**src/verilog/transport_host_regs.svh**
```systemverilog
// Constants for the transport selector builder, checker and SDU feeder.
`ifndef TRANSPORT_HOST_REGS_SVH
`define TRANSPORT_HOST_REGS_SVH

// Selector parameter codes and fixed length octet.
`define SEL_CODE_CALLING   8'hc1
`define SEL_CODE_CALLED    8'hc2
`define SEL_LEN_VALUE      8'h05

// Octets in one selector, and in the calling plus called pair.
`define SEL_OCTETS         4'h7
`define SEL_PAIR_OCTETS    4'he

// Octet positions inside one selector.
`define SEL_POS_CODE       3'h0
`define SEL_POS_LEN        3'h1
`define SEL_POS_APP        3'h2
`define SEL_POS_KIND       3'h3
`define SEL_POS_ID_HI      3'h4
`define SEL_POS_ID_MID     3'h5
`define SEL_POS_ID_LO      3'h6

// Application type field split and class prefixes.
`define APP_MAIN_MSB       7
`define APP_MAIN_LSB       3
`define APP_MAIN_TRAIN     5'h02
`define APP_MAIN_NAT_TRACK 5'h03
`define APP_MAIN_KEY       5'h04
`define APP_AUTO_PREFIX    7'h18
`define APP_NAT_NONINTEROP 8'h17
`define APP_ERROR_VALUE    8'hff

// Entity kind codes.
`define KIND_RADIO_BLOCK   8'h01
`define KIND_ENGINE        8'h02
`define KIND_FIELD_ELEMENT 8'h04
`define KIND_UNKNOWN       8'hff
`define ID_UNKNOWN         24'hffffff

// Service data unit lengths in octets.
`define SDU_RECOMMENDED    8'd123
`define TPDU_MAX_OCTETS    8'd128

`endif

```
**src/verilog/transport_host_pkg.sv**
```systemverilog
// Types shared by the transport service user controller.
package transport_host_pkg;

    // Class of an application type octet.
    typedef enum logic [2:0] {
        APP_OTHER          = 3'b000,
        APP_TRAIN_PROT     = 3'b001,
        APP_NAT_TRACK      = 3'b010,
        APP_KEY_MGMT       = 3'b011,
        APP_AUTO_OP        = 3'b100,
        APP_NAT_NONINTEROP = 3'b101,
        APP_ERROR          = 3'b110
    } app_class_t;

    // First fault seen in a received selector pair.
    typedef enum logic [2:0] {
        RX_OK         = 3'b000,
        RX_BAD_CODE   = 3'b001,
        RX_BAD_LEN    = 3'b010,
        RX_APP_DIFFER = 3'b011,
        RX_APP_ERROR  = 3'b100,
        RX_BAD_KIND   = 3'b101,
        RX_BAD_SIZE   = 3'b110
    } rx_err_t;

    // Selector transmit sequencer states.
    typedef enum logic {
        TX_IDLE = 1'b0,
        TX_SEND = 1'b1
    } tx_state_t;

endpackage

```
**src/verilog/transport_user_host.sv**
```systemverilog
// Transport service user controller: selector builder, selector checker and SDU feeder.
`include "transport_host_regs.svh"
`timescale 1ns/1ps
`default_nettype none

module transport_user_host (
    input  wire logic                        I_MCLK,         // System clock, 25 MHz.
    input  wire logic                        I_NRST,         // Asynchronous reset, active low.
    input  wire logic                        I_CONN_REQ,     // Start a selector pair, pulse.
    input  wire logic [7:0]                  I_APP_TYPE,     // Requested application type.
    input  wire logic [7:0]                  I_CALLING_KIND, // Calling entity kind.
    input  wire logic [23:0]                 I_CALLING_ID,   // Calling entity identifier.
    input  wire logic [7:0]                  I_CALLED_KIND,  // Called or responding kind.
    input  wire logic [23:0]                 I_CALLED_ID,    // Called or responding id.
    output logic                             O_REQ_BUSY,     // Sequencer busy, request ignored.
    output logic                             O_REQ_REFUSED,  // Request refused, pulse.
    output logic                             O_SEL_VALID,    // Selector octet valid.
    output logic [7:0]                       O_SEL_DATA,     // Selector octet.
    output logic                             O_SEL_LAST,     // Last selector octet.
    input  wire logic                        I_SEL_READY,    // Device takes selector octet.
    input  wire logic                        I_RX_VALID,     // Received selector octet valid.
    input  wire logic [7:0]                  I_RX_DATA,      // Received selector octet.
    input  wire logic                        I_RX_LAST,      // Last received selector octet.
    output logic                             O_RX_DONE,      // Check result valid, pulse.
    output logic                             O_RX_OK,        // Pair well formed.
    output transport_host_pkg::rx_err_t      O_RX_ERR,       // First fault found.
    output transport_host_pkg::app_class_t   O_RX_CLASS,     // Class of received type.
    input  wire logic                        I_SDU_VALID,    // User SDU octet valid.
    input  wire logic [7:0]                  I_SDU_DATA,     // User SDU octet.
    input  wire logic                        I_SDU_LAST,     // Last octet of user SDU.
    output logic                             O_SDU_READY,    // Feeder takes user octet.
    output logic                             O_TX_VALID,     // SDU octet to device valid.
    output logic [7:0]                       O_TX_DATA,      // SDU octet to device.
    output logic                             O_TX_LAST,      // Last SDU octet to device.
    input  wire logic                        I_TX_READY,     // Device takes SDU octet.
    output logic                             O_SDU_LONG      // Current SDU exceeds advice.
);
    import transport_host_pkg::*;

    ////////////////////////////////////////////////////////////////////////////////
    // Shared functions.

    // Classify an application type octet by its documented ranges.
    function automatic app_class_t app_class(input logic [7:0] app);
        if (app == `APP_ERROR_VALUE) return APP_ERROR;
        if (app == `APP_NAT_NONINTEROP) return APP_NAT_NONINTEROP;
        if (app[`APP_MAIN_MSB:`APP_MAIN_LSB] == `APP_MAIN_TRAIN) return APP_TRAIN_PROT;
        if (app[`APP_MAIN_MSB:`APP_MAIN_LSB] == `APP_MAIN_NAT_TRACK) return APP_NAT_TRACK;
        if (app[`APP_MAIN_MSB:`APP_MAIN_LSB] == `APP_MAIN_KEY) return APP_KEY_MGMT;
        if (app[7:1] == `APP_AUTO_PREFIX) return APP_AUTO_OP;
        return APP_OTHER;
    endfunction

    // Unknown kind is legal only beside the unknown identifier.
    function automatic logic kind_ok(input logic [7:0] kind, input logic [23:0] id);
        return (kind != `KIND_UNKNOWN) || (id == `ID_UNKNOWN);
    endfunction

    // Octet at a position within one selector.
    function automatic logic [7:0] sel_octet(input logic [2:0] pos, input logic [7:0] code,
                                             input logic [7:0] app, input logic [7:0] kind,
                                             input logic [23:0] id);
        unique case (pos)
            `SEL_POS_CODE:   return code;
            `SEL_POS_LEN:    return `SEL_LEN_VALUE;
            `SEL_POS_APP:    return app;
            `SEL_POS_KIND:   return kind;
            `SEL_POS_ID_HI:  return id[23:16];
            `SEL_POS_ID_MID: return id[15:8];
            `SEL_POS_ID_LO:  return id[7:0];
            default:         return 8'h00;
        endcase
    endfunction

    ////////////////////////////////////////////////////////////////////////////////
    // Selector transmit sequencer.

    tx_state_t   tx_state_q, tx_state_d;
    logic [3:0]  tx_idx_q, tx_idx_d;
    logic [71:0] req_q, req_d; // App type, calling kind and id, called kind and id.
    logic [7:0]  sel_data_q, sel_data_d;
    logic        refused_q, refused_d;
    logic        req_ok;
    logic [7:0]  next_octet;
    logic [3:0]  next_idx;

    // Both selectors share one application type, so a mismatch cannot be sent.
    assign req_ok = (app_class(I_APP_TYPE) != APP_ERROR)
                    && kind_ok(I_CALLING_KIND, I_CALLING_ID)
                    && kind_ok(I_CALLED_KIND, I_CALLED_ID);

    // Calling selector first, then called or responding selector.
    always_comb begin
        next_idx   = tx_idx_q + 4'h1;
        next_octet = (next_idx < `SEL_OCTETS)
            ? sel_octet(next_idx[2:0], `SEL_CODE_CALLING, req_q[71:64], req_q[63:56],
                        req_q[55:32])
            : sel_octet(3'(next_idx - `SEL_OCTETS), `SEL_CODE_CALLED, req_q[71:64],
                        req_q[31:24], req_q[23:0]);
        tx_state_d = tx_state_q;
        tx_idx_d   = tx_idx_q;
        req_d      = req_q;
        sel_data_d = sel_data_q;
        refused_d  = 1'b0;
        unique case (tx_state_q)
            TX_IDLE: begin
                if (I_CONN_REQ && req_ok) begin
                    tx_state_d = TX_SEND;
                    tx_idx_d   = 4'h0;
                    req_d      = {I_APP_TYPE, I_CALLING_KIND, I_CALLING_ID,
                                  I_CALLED_KIND, I_CALLED_ID};
                    sel_data_d = `SEL_CODE_CALLING;
                end else if (I_CONN_REQ) begin
                    refused_d = 1'b1;
                end
            end
            TX_SEND: begin
                if (I_SEL_READY) begin
                    if (tx_idx_q == `SEL_PAIR_OCTETS - 4'h1) begin
                        tx_state_d = TX_IDLE;
                    end else begin
                        tx_idx_d   = next_idx;
                        sel_data_d = next_octet;
                    end
                end
            end
        endcase
    end

    // Register the sequencer state.
    always_ff @(posedge I_MCLK or negedge I_NRST) begin
        if (!I_NRST) begin
            tx_state_q <= TX_IDLE;
            tx_idx_q   <= 4'h0;
            req_q      <= 72'h0;
            sel_data_q <= 8'h00;
            refused_q  <= 1'b0;
        end else begin
            tx_state_q <= tx_state_d;
            tx_idx_q   <= tx_idx_d;
            req_q      <= req_d;
            sel_data_q <= sel_data_d;
            refused_q  <= refused_d;
        end
    end

    assign O_REQ_BUSY    = (tx_state_q == TX_SEND);
    assign O_REQ_REFUSED = refused_q;
    assign O_SEL_VALID   = (tx_state_q == TX_SEND);
    assign O_SEL_DATA    = sel_data_q;
    assign O_SEL_LAST    = (tx_state_q == TX_SEND) && (tx_idx_q == `SEL_PAIR_OCTETS - 4'h1);

    ////////////////////////////////////////////////////////////////////////////////
    // Received selector pair checker.

    logic [3:0]  rx_idx_q, rx_idx_d;
    rx_err_t     rx_err_q, rx_err_d, err_now;
    logic [7:0]  rx_app_q, rx_app_d;
    logic        rx_kunk_q, rx_kunk_d;
    logic        rx_idones_q, rx_idones_d;
    logic        done_q, done_d, ok_q, ok_d;
    rx_err_t     res_err_q, res_err_d;
    app_class_t  res_cls_q, res_cls_d;
    logic [2:0]  rx_pos;
    logic        rx_second;

    // Each octet is judged by its place; only the first fault is kept.
    always_comb begin
        rx_second   = (rx_idx_q >= `SEL_OCTETS);
        rx_pos      = rx_second ? 3'(rx_idx_q - `SEL_OCTETS) : rx_idx_q[2:0];
        err_now     = RX_OK;
        rx_idx_d    = rx_idx_q;
        rx_err_d    = rx_err_q;
        rx_app_d    = rx_app_q;
        rx_kunk_d   = rx_kunk_q;
        rx_idones_d = rx_idones_q;
        done_d      = 1'b0;
        ok_d        = ok_q;
        res_err_d   = res_err_q;
        res_cls_d   = res_cls_q;
        if (I_RX_VALID) begin
            if (rx_idx_q >= `SEL_PAIR_OCTETS) begin
                err_now = RX_BAD_SIZE;
            end else begin
                unique case (rx_pos)
                    `SEL_POS_CODE: begin
                        if (I_RX_DATA != (rx_second ? `SEL_CODE_CALLED : `SEL_CODE_CALLING))
                            err_now = RX_BAD_CODE;
                    end
                    `SEL_POS_LEN: if (I_RX_DATA != `SEL_LEN_VALUE) err_now = RX_BAD_LEN;
                    `SEL_POS_APP: begin
                        if (app_class(I_RX_DATA) == APP_ERROR)
                            err_now = RX_APP_ERROR;
                        else if (rx_second && (I_RX_DATA != rx_app_q))
                            err_now = RX_APP_DIFFER;
                        if (!rx_second)
                            rx_app_d = I_RX_DATA;
                    end
                    `SEL_POS_KIND: begin
                        rx_kunk_d   = (I_RX_DATA == `KIND_UNKNOWN);
                        rx_idones_d = 1'b1;
                    end
                    `SEL_POS_ID_LO: begin
                        if (rx_kunk_q && !(rx_idones_q && (I_RX_DATA == 8'hff)))
                            err_now = RX_BAD_KIND;
                    end
                    default: begin
                        rx_idones_d = rx_idones_q && (I_RX_DATA == 8'hff);
                    end
                endcase
                rx_idx_d = rx_idx_q + 4'h1;
            end
            if ((rx_err_q == RX_OK) && (err_now != RX_OK))
                rx_err_d = err_now;
            if (I_RX_LAST) begin
                done_d    = 1'b1;
                res_err_d = (rx_err_d == RX_OK) && (rx_idx_d != `SEL_PAIR_OCTETS)
                            ? RX_BAD_SIZE : rx_err_d;
                ok_d      = (res_err_d == RX_OK);
                res_cls_d = app_class(rx_app_d);
                rx_idx_d  = 4'h0;
                rx_err_d  = RX_OK;
            end
        end
    end

    // Register the checker state and its result.
    always_ff @(posedge I_MCLK or negedge I_NRST) begin
        if (!I_NRST) begin
            rx_idx_q    <= 4'h0;
            rx_err_q    <= RX_OK;
            rx_app_q    <= 8'h00;
            rx_kunk_q   <= 1'b0;
            rx_idones_q <= 1'b0;
            done_q      <= 1'b0;
            ok_q        <= 1'b0;
            res_err_q   <= RX_OK;
            res_cls_q   <= APP_OTHER;
        end else begin
            rx_idx_q    <= rx_idx_d;
            rx_err_q    <= rx_err_d;
            rx_app_q    <= rx_app_d;
            rx_kunk_q   <= rx_kunk_d;
            rx_idones_q <= rx_idones_d;
            done_q      <= done_d;
            ok_q        <= ok_d;
            res_err_q   <= res_err_d;
            res_cls_q   <= res_cls_d;
        end
    end

    assign O_RX_DONE  = done_q;
    assign O_RX_OK    = ok_q;
    assign O_RX_ERR   = res_err_q;
    assign O_RX_CLASS = res_cls_q;

    ////////////////////////////////////////////////////////////////////////////////
    // SDU feeder: one register stage toward the device, with a length watch.

    logic       txv_q, txv_d, txl_q, txl_d, long_q, long_d, first_q, first_d;
    logic [7:0] txd_q, txd_d, cnt_q, cnt_d;
    logic       take;

    // Long SDUs still pass; the device segments them, the flag only warns.
    always_comb begin
        take    = I_SDU_VALID && O_SDU_READY;
        txv_d   = txv_q;
        txd_d   = txd_q;
        txl_d   = txl_q;
        cnt_d   = cnt_q;
        long_d  = long_q;
        first_d = first_q;
        if (txv_q && I_TX_READY)
            txv_d = 1'b0;
        if (take) begin
            txv_d   = 1'b1;
            txd_d   = I_SDU_DATA;
            txl_d   = I_SDU_LAST;
            cnt_d   = first_q ? 8'h01 : ((cnt_q == 8'hff) ? cnt_q : cnt_q + 8'h01);
            long_d  = (cnt_d > `SDU_RECOMMENDED) || (!first_q && long_q);
            first_d = I_SDU_LAST;
        end
    end

    // Register the feeder stage.
    always_ff @(posedge I_MCLK or negedge I_NRST) begin
        if (!I_NRST) begin
            txv_q   <= 1'b0;
            txd_q   <= 8'h00;
            txl_q   <= 1'b0;
            cnt_q   <= 8'h00;
            long_q  <= 1'b0;
            first_q <= 1'b1;
        end else begin
            txv_q   <= txv_d;
            txd_q   <= txd_d;
            txl_q   <= txl_d;
            cnt_q   <= cnt_d;
            long_q  <= long_d;
            first_q <= first_d;
        end
    end

    assign O_SDU_READY = !txv_q || I_TX_READY;
    assign O_TX_VALID  = txv_q;
    assign O_TX_DATA   = txd_q;
    assign O_TX_LAST   = txl_q;
    assign O_SDU_LONG  = long_q;

endmodule // transport_user_host

`default_nettype wire

```
**config.mk**
```make
export PLATFORM = sky130hd
export DESIGN_NAME = transport_user_host
export DESIGN_NICKNAME = d
export VERILOG_FILES = /design/src/verilog/transport_host_pkg.sv /design/src/verilog/transport_user_host.sv
export VERILOG_INCLUDE_DIRS = /design/src /design/src/verilog
export SDC_FILE = /design/constraint.sdc
export NUM_CORES = 1
export LEC_CHECK = 0
export ABC_AREA = 1
export BUFFER_PORTS_ARGS = -buffer_cell sky130_fd_sc_hd__buf_2
export CORE_MARGIN = 2
export CORE_UTILIZATION = 56
export CTS_CLUSTER_SIZE = 24
export DETAILED_ROUTE_END_ITERATION = 12
export PLACE_DENSITY_LB_ADDON = 0.05
export SETUP_SLACK_MARGIN = 0.02
export SYNTH_ARGS = -nofsm -noshare
export SYNTH_HDL_FRONTEND = slang
export SYNTH_SLANG_ARGS = --single-unit
```
**constraint.sdc**
```tcl
create_clock -name I_MCLK -period 2.8 [get_ports I_MCLK]
set_input_delay 0.14 -clock I_MCLK [delete_from_list [all_inputs] [get_ports I_MCLK]]
set_output_delay 0.14 -clock I_MCLK [all_outputs]
set_load 0.02 [all_outputs]
```
==> flow_metrics.py <==
metrics = {
    "timing": {
        "hold-worst-slack_ns": 0.002848,
        "finalCritPeriodShare_pct": 89.47,
        "setup_viol": 0,
        "rsz0062_at_grt": "no",
        "maxSlewViolCount": 0,
        "hold_violations": 0,
        "layout_setup_ws_ns": 0.2948,
        "slew_headroom_pct": 61.87,
        "min_period_ns": 2.505,
        "fin_worst_skew_ns": 0.006277,
        "max_freq_ghz": 0.3992,
        "worst_pin_slew_ns": 0.5720,
        "setup_tns_ns": 0,
    },
    "clock_network": {
        "root_buffer": "clkbuf_16",
        "clock_sinks": 131,
        "insertion_delay_ns": 0.42,
        "cts_post_setup_buffers_inserted": 0,
        "clk_pin_slew_ns": 0.06,
        "clock_path_buffers": 2,
        "cts_buffers": 17,
        "htree_levels": 4,
        "cts_tree": "yes",
    },
    "setup_path": {
        "crit_type": "flip-flop to flip-flop",
        "crit_path_top_delay_cell": "ha_1",
        "cp_top_family": "simple AND/OR/NAND/NOR gates",
        "critPathBufInv": 2,
        "start_kind": "flip-flop",
        "crit_chain": "ha_1 > nand2_1 > nand2_2 > ha_1 > inv_1 > nand2_1 > inv_2 > nand2_1 > o21ai_0 > nor3_1 > nand2_1 > nand2_1 > nor2_1 > nand3_1 > nand2_1",
        "endpoint_kind": "flip-flop",
        "arrival_ns": 2.81,
        "path_common_cell": "nand2_1",
        "required_ns": 3.11,
        "cp_max_fo": 10,
        "cpPeakStageDelay_ns": 0.48,
    },
    "routing": {
        "drt_iter0_markers": 552,
        "antenna_left": 0,
        "vias": 6797,
        "firstDrtPassIters": 5,
        "route.met2.wl_mm": 9.511,
        "wl_met1_mm": 7.964,
        "drc": 0,
        "routedWlPerCell_microns": 14.39,
        "routed_wl_mm": 18.88,
        "via_per_inst": 5.181,
        "routed.top_layer": "met4",
        "wl_met3_microns": 899,
    },
    "placed_design": {
        "port_buffers": 128,
        "globalplace.congestion": 0.9358,
        "dp_hpwl_mm": 13.38,
        "dp_slack_ns": 0.3390,
    },
    "synthesis": {
        "synthDistinctLibCells": 41,
        "synth_mux_area_share_pct": 0.1597,
        "synth_xor_area_share_pct": 0.8696,
        "synthSimpleGateAreaFrac_pct": 27.49,
        "syn_avg_cell_area_sq_um": 7.390,
        "synth_area_sq_um": 7051,
        "syn_inst": 954,
        "postSynth.asyncResetShare_pct": 100.0,
        "synth-compound-area-share_pct": 13.06,
        "yosys_warnings": 0,
        "synth-seq-cells": 131,
        "synth-edff-count": 0,
        "synth_flop_cell": "dfrtp_1",
        "synth_top_family_by_area": "simple AND/OR/NAND/NOR gates",
        "synthAdderAreaFrac_pct": 1.775,
        "syn-num-nets": 1061,
        "ys_seq_area_share_pct": 46.51,
    },
    "die": {
        "design.core.area_sq_um": 12160,
        "die_w_microns": 116.2,
        "ios": 129,
        "die_height_microns": 116.2,
        "initial_core_util_pct": 57.97,
        "num_rows": 40,
        "dieArea_sq_um": 13500,
    },
    "cells_and_area": {
        "syn_to_final_growth_pct": 26.64,
        "final_common_cell": "nand2_1",
        "layout_common_cells": "nand2_1, inv_1, dfrtp_1",
        "antenna-diode-count": 0,
        "drive_above_1_share_pct": 17.13,
        "num-nets-final": 1238,
    },
    "grt": {
        "grt.total_usage_pct": 29.83,
        "grt_max_degree": 146,
        "grt.overflow.total": 0,
        "grt_pass1_wl_mm": 30.88,
        "grt_pass1_vias": 6448,
        "antenna_found_initial": 0,
    },
    "flow_run": {
        "cap_violations": 0,
    },
    "power": {
        "peakVddDrop_mv": 0.7264,
        "fin_total_pwr_mw": 8.221,
        "power.leakage_nw": 4.778,
        "powerDensity_nw_per_um2": 920.8,
    },
    "worst_hold_path": {
        "min_path_type": "input port to flip-flop",
    },
    "status": {
        "status": "finished clean",
    },
}
## final cells by class
class	instances	area, sq um
Sequential cell	131	3279
Fill cell	974	3233
Multi-Input combinational cell	643	3059
Timing Repair Buffer	189	1276
Inverter	149	559.3
Clock buffer	18	429.2
Tap cell	168	210.2
Clock inverter	14	115.1
## path summary, 6_finish.rpt
path | startpoint | end | slack (ns) | depth (start not counted)
setup reg to reg | tx_idx_q[0]$_DFFE_PN0P_ | O_SEL_DATA[1]$_DFFE_PN0P_ | 0.29 | 15
hold / removal | I_CALLED_KIND[3] | req_q[27]$_DFFE_PN0P_ | 0.003 | 3
setup / recovery | tx_idx_q[0]$_DFFE_PN0P_ | O_SEL_DATA[1]$_DFFE_PN0P_ | 0.29 | 15
hold reg to reg | O_RX_OK$_DFFE_PN0P_ | O_RX_OK$_DFFE_PN0P_ | 0.47 | 2
min in group asynchronous | I_NRST | rx_app_q[1]$_DFFE_PN0P_ | 0.26 | 2
max in group asynchronous | I_NRST | tx_idx_q[0]$_DFFE_PN0P_ | 1.78 | 3
## metal layers
layer,vias to the layer above,track usage (%)
met5,-,0
met3,40,5.605
met1,3140,38.72
met2,220,49.47
met4,0,12.62
li1,3397,-
## state kept, by name (all words and copies together) (netlist names), 3 cells and up
register	count
tx_idx_q	4
rx_idx_q	4
cnt_q	8
O_SEL_DATA	8
rx_err_q	3
req_q	72
rx_app_q	8
O_TX_DATA	8
O_RX_CLASS	3
O_RX_ERR	3
## synth_stat cells (all sizes together) (10+ instances only)
library cell / instances / area [sq um]
nand4: 18 / 127.6
inv: 148 / 555.5
ha: 10 / 125.1
nor3: 11 / 55.05
a21oi: 40 / 200.2
o22ai: 10 / 62.56
nor2: 93 / 356.6
o21ai: 97 / 511.7
nand3: 48 / 245.2
dfrtp: 130 / 3253
nand2: 280 / 1086
clkbuf: 15 / 56.30
buf: 16 / 98.85
## repair_timing
item | 4_1_cts | 5_1_grt
resized for setup | 0 | 1
hold buffers | 55 | 0
setup endpoints to repair | 0 | 1
endpoints found under the hold margin | 92 | 0
## metrics by stage
step	cells	area [sq um]	util (%)
5_1_grt	1312	8929	73.42
2_1_floorplan	954	7051	-
3_5_place_dp	1225	7831	64.39
6_report	1312	8929	73.42
4_1_cts	1312	8926	73.40
3_3_place_gp	1225	7831	64.39
## report_power, final
| group | switching [mW] | internal, mW |
|---|---|---|
| Sequential | 0.491 | 2.63 |
| Combinational | 1.92 | 1.13 |
| Clock | 0.835 | 1.21 |
| Total | 3.25 | 4.97 |
## logic make-up (layout without fill, tap and decap cells)
kind of cell,Yosys count,in the layout
XOR/XNOR,7,7
buffers and inverters,180,370
adder cells (fa/ha/maj),10,10
AO/OA/AOI/OAI,165,165
multiplexers,1,1
AND/OR/NAND/NOR,460,460
flip-flops,131,131
## tightest hold or removal path: stages
cell     delay, ns
buf_2         0.09
nor2_1        0.05
a21oi_1       0.10
Note: power is estimated with default switching activity, not from simulation.
